[src/pss_pkg.sv]
/*
 * Shared constants and types for the power-on self-test sequencer:
 * strap value, lamp patterns, tick and phase timing, driver bundle, states.
 * Assumes a single 125 MHz clock and an active-low asynchronous reset.
 */
package pss_pkg;
    // System clock rate and the internal logic tick rate, in Hz
    localparam int unsigned CLOCK_HZ = 125000000;
    localparam int unsigned TICK_HZ = 960000;
    localparam logic [26:0] TICK_MOD = 27'h7735940; // CLOCK_HZ as accumulator width
    localparam logic [26:0] TICK_STEP = 27'h00EA600; // TICK_HZ as accumulator width

    // Medium-selection switch position that selects self-test
    localparam logic [3:0] SELF_TEST_POS = 4'hF;

    // Phase lengths as printed, in ms, and in ticks
    localparam int unsigned PHASE_LAMP_TC_MS = 600;
    localparam int unsigned PHASE_LAMP_REST_MS = 400;
    localparam int unsigned PHASE_LAMP_TC_TICKS = PHASE_LAMP_TC_MS * (TICK_HZ / 1000);
    localparam int unsigned PHASE_LAMP_REST_TICKS = PHASE_LAMP_REST_MS * (TICK_HZ / 1000);

    // Narrow driver pulse, in ns, rounded up to whole ticks
    localparam int unsigned PULSE_NS = 10000;
    localparam int unsigned PULSE_TICKS_I = (PULSE_NS * (TICK_HZ / 1000) + 999999) / 1000000;
    localparam logic [3:0] PULSE_TICKS = PULSE_TICKS_I[3:0];

    // Lamp patterns, bit 7 is the leftmost test-complete lamp
    localparam logic [7:0] LAMPS_OFF = 8'h00;
    localparam logic [7:0] LAMPS_TC_ONLY = 8'h80;
    localparam logic [7:0] LAMPS_REST_ONLY = 8'h7F;
    localparam logic [7:0] LAMPS_FAILED = 8'hFF;

    // Sequencer states
    typedef enum logic [1:0] {
        ST_IDLE = 2'b00,
        ST_LAMP_TC = 2'b01,
        ST_LAMP_REST = 2'b10,
        ST_FAIL = 2'b11
    } pss_state_t;

    // Line driver levels, 1 is the high (positive) line level
    typedef struct packed {
        logic v24TxData;     // Serial pin 2, positive pulse
        logic v24ReqSend;    // Serial pin 4, positive pulse
        logic v24TermReady;  // Serial pin 20, positive pulse, held low by switch
        logic v25Line2;      // Dialler pin 2, positive pulse
        logic v25Line4;      // Dialler pin 4, positive pulse
        logic v25Line14;     // Dialler pin 14, positive pulse
        logic v25Line15;     // Dialler pin 15, negative pulse
        logic v25Line16;     // Dialler pin 16, positive pulse
        logic v25Line17;     // Dialler pin 17, negative pulse
    } pss_drivers_t;

    localparam pss_drivers_t DRIVERS_IDLE = 9'h005;
    localparam pss_drivers_t DRIVERS_PULSE = 9'h1FA;
endpackage : pss_pkg

[src/pss_phase_timer.sv]
/*
 * Phase timer: counts logic ticks from a restart up to a limit and gives
 * a one-cycle expiry pulse. Assumes tick is a one-cycle strobe.
 */
`timescale 1ns/10ps
module pss_phase_timer (
    input wire logic clock,
    input wire logic reset_n,
    input wire logic restart,
    input wire logic tick,
    input wire logic [19:0] limit,
    output logic expired
);
    import pss_pkg::*;

    logic [19:0] count_r; // Ticks since restart

    // Count ticks; wrap and flag at the limit
    always_ff @(posedge clock or negedge reset_n) begin
        if (!reset_n) begin
            count_r <= 20'h00000;
            expired <= 1'b0;
        end else if (restart) begin
            count_r <= 20'h00000;
            expired <= 1'b0;
        end else if (tick && (count_r == limit - 20'h00001)) begin
            count_r <= 20'h00000;
            expired <= 1'b1;
        end else if (tick) begin
            count_r <= count_r + 20'h00001;
            expired <= 1'b0;
        end else begin
            expired <= 1'b0;
        end
    end
endmodule : pss_phase_timer

[config.mk]
export PLATFORM = sky130hd
export DESIGN_NAME = pss_phase_timer
export DESIGN_NICKNAME = d
export VERILOG_FILES = /design/src/pss_pkg.sv /design/src/pss_phase_timer.sv
export SDC_FILE = /design/constraint.sdc
export NUM_CORES = 1
export LEC_CHECK = 0
export ABC_CLOCK_PERIOD_IN_PS = 1800
export CAP_MARGIN = 25
export CORE_MARGIN = 10
export CORE_UTILIZATION = 54
export DETAILED_ROUTE_END_ITERATION = 10
export DONT_BUFFER_PORTS = 1
export GPL_ROUTABILITY_DRIVEN = 0
export GPL_TIMING_DRIVEN = 0
export MAX_ROUTING_LAYER = met4
export PLACE_DENSITY = 0.72
export SYNTH_ARGS = -nofsm -noshare
export SYNTH_HDL_FRONTEND = slang
export SYNTH_SLANG_ARGS = --single-unit
[constraint.sdc]
create_clock -name clock -period 1.8 [get_ports clock]
set_input_delay 0.36 -clock clock [delete_from_list [all_inputs] [get_ports clock]]
set_output_delay 0.36 -clock clock [all_outputs]
set_load 0.05 [all_outputs]
==> flow_summary.toml, run 1 <==
[status]
status = "finished with violations"
violations = "setup timing"

[layout]
areaGrowthSynthToFinish_pct = 18.0
instances_no_fill = 295
diodes = 0
multi_input_comb_area_mm2 = 0.00145
ff_latch_area_um2 = 526
n_fill_cell = 272
fin_util_pct = 67.2
nets = 276
drive_gt1_share_pct = 20.9

[synth]
ys_seq_elements = 21
yosysWarnings = 0
syn_area_mm2 = 0.00193
synth-edff-count = 0
synth_cell_types = 50
ys.flop_type = "dfrtp_1"
synth.avg_cell_area_um2 = 8.29
async_flop_share_pct = 100
syn_inst = 233
synth.top_cell.area_share_pct = 27.2
synth_nets = 259
yosysTopAreaCell = "dfrtp_1"
ys_top_cells_by_area = "dfrtp_1, xnor2_1, xor2_1"
seq_area_frac_synth_pct = 27.2

[global_routing]
grt_max_degree = 22
grt.total_usage_pct = 16.5
grt_pass1_vias = 1694
gr-total-overflow = 0
grt_pass1_wl_um = 8400
antenna_found_initial = 0

[clock_network]
clockBufferDepth = 2
htreeDepth = 1
cts_buffers = 3
cts-root-buf = "clkbuf_4"
cts.sinks = 21
clock_latency_ps = 300
cts_tree = "yes"
clkTransAtPathRegs_ps = 110

[timing]
setup_viol = 21
worst_slew_pin_slew_ps = 476
hold_violations = 0
rsz0062_at_grt = "true"
period_needed_ps = 2260
fin_worst_skew_ps = 8.26
slew_viol_final = 0
max_freq_ghz = 0.443
slew_headroom_pct = 68.3
fin_crit_sh_pct = 125
setup_slack_ps = -456

[drt]
drt_iter0_drc = 70
wire_per_inst_um = 17.5
routed_via_density = 6.11
via_count = 1803
drc = 0
first_pass_iters = 5
drt_wl_total_um = 5180
antenna_left = 0

[placement]
dp_cells = 279
dp_hpwl_um = 3760
dp_slack_ps = -982
io_buffer_count = 0

[floorplanning]
initial_core_util_pct = 57.0
die_h_um = 79.8
core_mm2 = 0.00339
die_w_um = 79.8
io_pins = 25
rows = 21
die_area_mm2 = 0.00637

[critical_path]
r2r_start = "count_r[14]"
start_kind = "primary input"
reg2reg_depth = 8
worstReg2RegEnd = "count_r[7]"
cp.required_ps = 2000
cp_max_fo = 5
rrSetupSlack_ps = -380
end_kind = "flop"
arrival_ps = 2450
critPathKind = "primary input to flop"

[pwr]
pwr-share-clk_pct = 25.2
p_int_mw = 0.653
total_power_mw = 0.911
power_frac_comb_pct = 21.8
p_per_area_mw_per_mm2 = 400
p_sw_mw = 0.258
ir_drop_mv = 0.480
swShare_pct = 28.3
cellLeakagePower_nw = 0.832
seq_power_share_pct = 53.0

[hold_path]
hp-class = "primary input to asynchronous set/reset pin"

[flow_run]
maxCapViolCount = 0
## layout make-up
cell class | count | area share [%]
timing repair buffer | 13 | 5.05
clock buffer | 4 | 1.15
multi-input combinational | 194 | 63.7
sequential | 21 | 23.1
tap | 46 | 2.53
buffer | 10 | 3.35
inverter | 7 | 1.15
## layout by cell type, fill, tap and decap left out, types with 4 or more instances in the layout
cell | Yosys | routed
a211oi_1 | 4 | 4
and3_1 | 8 | 7
buf_4 | 0 | 9
clkbuf_1 | 6 | 6
clkbuf_4 | 0 | 4
dfrtp_1 | 21 | 21
inv_1 | 7 | 7
nand2_1 | 18 | 17
nand3_1 | 7 | 7
nand4_1 | 11 | 11
nor2_1 | 29 | 19
nor2_2 | 0 | 9
nor3_1 | 9 | 9
nor4_1 | 9 | 5
xnor2_1 | 24 | 23
xor2_1 | 20 | 19
## synthesized netlist by cell type (all sizes together) (2+ instances only)
| cell | number |
|---|---|
| nor2 | 29 |
| xnor2 | 24 |
| dfrtp | 21 |
| xor2 | 20 |
| nand2 | 18 |
| nand4 | 11 |
| nor3 | 11 |
| nor4 | 10 |
| and3 | 8 |
| inv | 7 |
| nand3 | 7 |
| clkbuf | 6 |
| buf | 5 |
| or4 | 5 |
| a211oi | 4 |
| a21oi | 3 |
| and4 | 3 |
| nand3b | 3 |
| nor4b | 3 |
| o211ai | 3 |
| o21ai | 3 |
| ha | 2 |
| nand2b | 2 |
| nor3b | 2 |
| o22ai | 2 |
| o31ai | 2 |
| o32ai | 2 |
## state kept, by name (all words and copies together) (netlist names)
register / flops
count_r: 20
expired: 1
## worst max-delay path by stage
stage	slack (ps)	from	cells after the start	end
after floorplan	-680	limit[4]	9	count_r[10]
after global placement	-990	limit[1]	9	count_r[7]
after detailed placement	-980	limit[1]	9	count_r[11]
after CTS	-490	limit[5]	9	count_r[6]
after global routing	-510	limit[5]	9	count_r[10]
final	-460	limit[5]	9	count_r[7]
## power by group through the flow
stage               sequential, mW  combinational [mW]  clock, mW
floorplan                    0.489               0.127          0
global placement             0.491               0.151          0
detailed placement           0.491               0.152          0
CTS                          0.482               0.185      0.236
global route                 0.483               0.219      0.260
finish                       0.482               0.199      0.230
## worst max-delay path: stages
cell     delay [ps]
buf_12          100
or4_4           520
or4_4           590
nor3_4          210
a21oi_2          70
mux2i_4         190
a31o_4          220
buf_6           140
nor2_1           40
## per-layer routing
metal  vias to the layer above  track usage [%]  wire (um)
met5                         -                -          0
met4                         0             5.11         78
met3                         6             2.48        332
met2                        55             26.8       2530
met1                       854             20.6       2240
li1                        888                -          -
## what timing repair did
action | 4_1_cts | 5_1_grt
pin swaps | 16 | 9
gates resized for setup | 17 | 20
hold endpoints to repair | 21 | 0
endpoints found under the setup margin | 21 | 21
setup buffers | 8 | 2
hold buffers | 1 | 0
gates cloned | 1 | 0
## cells by family (layout without fill, tap and decap cells)
family / count (synthesis) / count (layout) / synth area share, %
buf+inv: 18 / 34 / 4.41
flops: 21 / 21 / 27.2
fa+ha+maj: 2 / 2 / 1.30
simple gates: 117 / 117 / 34.3
compound gates: 29 / 29 / 11.5
mux: 2 / 2 / 1.30
xor+xnor: 44 / 44 / 20.0
## per-stage QoR
step,hold WS [ps],instance area (um2),TNS (ps)
2_1_floorplan,64.4,1950,-13110
3_3_place_gp,65.2,2010,-19200
3_5_place_dp,65.2,2010,-18930
4_1_cts,321,2160,-9720
5_1_grt,301,2280,-10300
6_report,317,2280,-9040
Power figures use the tool's default switching activity.
==> run 2, diff against run 1 <==
Settings changed: CORE_UTILIZATION 54 to 55, PLACE_DENSITY 0.72 to 0.73.
==> run 2 against run 1 <==
Compared with the run above:
- largest cell class unchanged
- hold slack improved by 11 ps
- clock-buffer cell count decreased by 1
- critical endpoint is now count_r[14]
- sequential cell count unchanged
- final cell count increased by 0.68%
- global-route usage increased by 0.21 points
- first-iteration DRC count increased to 3.0 times the previous value
- via count increased by 3.5%
- the flow still finishes with violations (setup timing)
==> flow_summary.toml, run 2 (same netlist as run 1, synthesis figures left out) <==
[drt]
drt_wl_total_um = 5250
drc = 0
first_pass_iters = 4
drt_iter0_drc = 212
wire_per_inst_um = 17.7
via_count = 1867
routed_via_density = 6.29
antenna_left = 0

[hold_path]
min_path_cells = 2
hp-class = "primary input to flop"
hold_start = "limit[18]"
hold-path-endpoint = "expired"

[global_routing]
antenna_found_initial = 0
grt_pass1_wl_um = 8420
grt.total_usage_pct = 16.7
grt_pass1_vias = 1651
grt_max_degree = 22
gr-total-overflow = 0

[layout]
largest_register_ffs = 20
n_fill_cell = 285
drive_gt1_share_pct = 23.1
nets = 278
layout_common_cells = "xnor2_1, nor2_1, dfrtp_1"
top_regs = "count_r: 20 flops, expired: 1 flops"
instances_no_fill = 297
diodes = 0
final_common_cell = "xnor2_1"
largest_register = "count_r"
areaGrowthSynthToFinish_pct = 22.0

[pwr]
ir_drop_mv = 0.380
p_per_area_mw_per_mm2 = 396
cellLeakagePower_nw = 0.855

[clock_network]
cts-root-buf = "clkbuf_4"
cts_buffers = 3
cts.sinks = 21
clock_latency_ps = 320
htreeDepth = 1
cts_tree = "yes"
clkTransAtPathRegs_ps = 130
clockBufferDepth = 2

[timing]
setup_viol = 21
setup_slack_ps = -481
fin_worst_skew_ps = 12.2
finalSetupTns_ps = -9460
max_freq_ghz = 0.438
hold_violations = 0
fin_crit_sh_pct = 127
rsz0062_at_grt = "true"
worst_slew_pin_slew_ps = 466
slew_viol_final = 0
period_needed_ps = 2280
slew_headroom_pct = 68.9

[placement]
io_buffer_count = 0
dp_cells = 279
dp_slack_ps = -986
dp_hpwl_um = 3750

[floorplanning]
die_h_um = 79.2
die_area_mm2 = 0.00628
initial_core_util_pct = 57.4
io_pins = 25
rows = 21
core_mm2 = 0.00336
die_w_um = 79.2

[status]
status = "finished with violations"
violations = "setup timing"

[flow_run]
maxCapViolCount = 0

[critical_path]
start_kind = "primary input"
rrSetupSlack_ps = -470
critPathKind = "primary input to flop"
arrival_ps = 2500
reg2reg_depth = 8
worstReg2RegEnd = "count_r[14]"
cp.required_ps = 2020
r2r_start = "count_r[14]"
cp_max_fo = 5
end_kind = "flop"
-- run 2: cell types whose count changed in the layout (fill, tap and decap cells not counted), sizes merged --
cell    change
clkinv      +1
buf         +1
-- run 2: per-stage QoR --
step | instance area [um2] | total power, mW | util [%] | hold slack [ps]
after floorplan | 1950 | 0.616 | - | 64.4
after global placement | 2010 | 0.642 | 59.6 | 65.1
after detailed placement | 2010 | 0.645 | 59.6 | 65.1
after CTS | 2150 | 0.909 | 63.8 | 359
after global routing | 2360 | 0.987 | 70.1 | 308
final | 2360 | 0.932 | 70.1 | 327
-- run 2: timing repair --
item | CTS | global route
resized for setup | 12 | 35
pin swaps | 7 | 16
cloned | 0 | 1
hold buffers | 1 | 0
endpoints found under the hold margin | 21 | 0
buffers inserted | 8 | 4
setup endpoints to repair | 21 | 21
-- run 2: how the worst max path moves through the flow --
stage / startpoint / end / slack, ps / depth (start not counted)
after detailed placement: limit[1] / count_r[14] / -990 / 9
after global placement: limit[1] / count_r[6] / -1000 / 9
after global routing: limit[5] / count_r[11] / -510 / 9
after CTS: limit[5] / count_r[7] / -460 / 9
after floorplan: limit[4] / count_r[10] / -680 / 9
final: limit[5] / count_r[14] / -480 / 9
-- run 2: worst max-delay path, stage by stage --
cell	delay, ps
buf_12	100
or4_4	520
nor3_4	210
mux2_4	320
o211ai_1	260
and4_4	310
a31o_4	210
clkbuf_16	170
nor2_4	30
-- run 2: power by group --
| part | internal, mW | leakage (nW) | switching (mW) |
|---|---|---|---|
| registers | 0.475 | 0.290 | 0.00662 |
| logic | 0.0976 | 0.547 | 0.114 |
| clock network | 0.0832 | 0.0177 | 0.155 |
| total | 0.656 | 0.855 | 0.276 |
-- run 2: cell type report --
type / instances / area (um2) / area share, %
Clock inverter: 1 / 5.00 / 0.212
Timing Repair Buffer: 15 / 144 / 6.11
Clock buffer: 3 / 22.5 / 0.956
Buffer: 10 / 80.1 / 3.40
Sequential cell: 21 / 527 / 22.4
Tap cell: 46 / 57.6 / 2.44
Inverter: 7 / 26.3 / 1.12
Multi-Input combinational cell: 194 / 1490 / 63.4
-- run 2: routing by layer --
| metal | GRT usage, % | up-vias | wire [um] |
|---|---|---|---|
| met3 | 2.59 | 15 | 343 |
| met5 | - | - | 0 |
| met4 | 5.56 | 0 | 130 |
| met1 | 21.4 | 896 | 2170 |
| li1 | - | 889 | - |
| met2 | 26.3 | 67 | 2610 |
==> run 3, diff against run 2 <==
Settings changed: CTS_BUF_LIST set to sky130_fd_sc_hd__clkbuf_8.
==> run 3 against run 2 <==
Compared with the run above:
- the flow still finishes with violations (setup timing)
- first-iteration DRC count decreased by 21%
- routed wire length down 2.5%
- register-to-register slack is essentially flat
- sequential cell count did not move
- critical path type unchanged
- critical endpoint unchanged
==> flow_summary.toml, run 3 (same netlist as run 1, synthesis figures left out) <==
[status]
status = "finished with violations"
violations = "setup timing"

[layout]
largest_register_ffs = 20
design_area_mm2 = 0.00232
largest_register = "count_r"
drive_gt1_share_pct = 20.1
areaGrowthSynthToFinish_pct = 20.1
final_common_cell = "nor2_1"
nets = 276
layout_common_cells = "nor2_1, xnor2_1, dfrtp_1"
diodes = 0
n_fill_cell = 303
fin_util_pct = 68.9
top_regs = "count_r: 20 flops, expired: 1 flops"

[placement]
io_buffer_count = 0
dpl_cell_area_mm2 = 0.00201
dp_hpwl_um = 3750

[timing]
slew_headroom_pct = 63.0
hold_violations = 0
worst_slew_pin_slew_ps = 553
fin_crit_sh_pct = 128
holdWs_ps = 379
slew_viol_final = 0
setup_viol = 21
rsz0062_at_grt = "true"
fin_worst_skew_ps = 7.49
setup_slack_ps = -512
max_freq_ghz = 0.432
period_needed_ps = 2310

[floorplanning]
die_area_mm2 = 0.00628
die_w_um = 79.2
initial_core_util_pct = 57.4
core_mm2 = 0.00336
die_h_um = 79.2
rows = 21
io_pins = 25

[global_routing]
grt_pass1_wl_um = 8410
gr-total-overflow = 0
grt_max_degree = 22
grt.total_usage_pct = 16.6
antenna_found_initial = 0
grt_pass1_vias = 1668

[critical_path]
start_kind = "primary input"
arrival_ps = 2470
critPathKind = "primary input to flop"
end_kind = "flop"
cp_max_fo = 5
cp.required_ps = 1960

[drt]
via_count = 1806
drt_iter0_drc = 168
wire_per_inst_um = 17.3
drt_wl_total_um = 5120
antenna_left = 0
drc = 0
first_pass_iters = 4
routed_via_density = 6.12

[clock_network]
cts_tree = "yes"
cts-root-buf = "clkbuf_8"
clkTransAtPathRegs_ps = 80
clock_latency_ps = 270
cts.sinks = 21
cts_buffers = 3
clockBufferDepth = 2
htreeDepth = 1

[pwr]
ir_drop_mv = 0.324
p_per_area_mw_per_mm2 = 436
cellLeakagePower_nw = 0.862

[hold_path]
hp-class = "primary input to flop"

[flow_run]
maxCapViolCount = 0
run 3: critical path, stage by stage:
cell	delay, ps
buf_12	100
or4_4	520
or4_4	580
nor3_2	210
a21oi_2	70
mux2i_4	200
a31o_4	240
clkbuf_16	150
nor2_1	40
run 3: final cells by class:
cell class | count | area, um2 | area share (%)
repair buffers | 13 | 141 | 6.10
multi-input cells | 194 | 1440 | 62.2
clock buffers | 3 | 41.3 | 1.78
flip-flops and latches | 21 | 526 | 22.7
clock inverters | 1 | 5.00 | 0.216
inverters | 7 | 26.3 | 1.13
plain buffers | 10 | 80.1 | 3.45
well taps | 46 | 57.6 | 2.48
run 3: layer usage:
metal / vias to the layer above / global-route usage, % / part of all wire [%]
li1: 883 / - / -
met1: 856 / 21.4 / 44
met2: 60 / 25.9 / 49
met3: 7 / 2.70 / 5.5
met4: 0 / 5.02 / 1.6
met5: - / - / 0
run 3: per-stage QoR:
step           setup slack, ps  power [mW]  TNS [ps]  cells
2_1_floorplan             -678       0.616    -13110    233
3_3_place_gp              -995       0.642    -19230    279
3_5_place_dp              -986       0.645    -18890    279
4_1_cts                   -517       0.992    -10300    292
5_1_grt                   -544        1.06    -10800    295
6_report                  -512        1.01    -10070    295
run 3: where the power goes:
group          switching (mW)  internal [mW]
Clock                   0.166          0.155
Combinational           0.111         0.0992
Sequential            0.00654          0.475
run 3: worst paths after layout:
| path | startpoint | to | slack, ps | cells past startpoint |
|---|---|---|---|---|
| worst min-delay path | limit[18] | expired | 380 | 2 |
| worst min register to register | count_r[13] | count_r[13] | 590 | 2 |
| min in group asynchronous | reset_n | count_r[7] | 390 | 1 |
| worst max-delay path | limit[5] | count_r[14] | -510 | 9 |
| worst max register to register | count_r[14] | count_r[14] | -460 | 8 |
| max in group asynchronous | reset_n | count_r[10] | 1050 | 2 |
run 3: what timing repair did:
action,CTS,global route
endpoints found under the setup margin,21,21
pin swaps,7,12
endpoints found under the hold margin,21,0
setup buffers,8,2
hold buffers,1,0
cloned,0,1
gates resized for setup,12,22
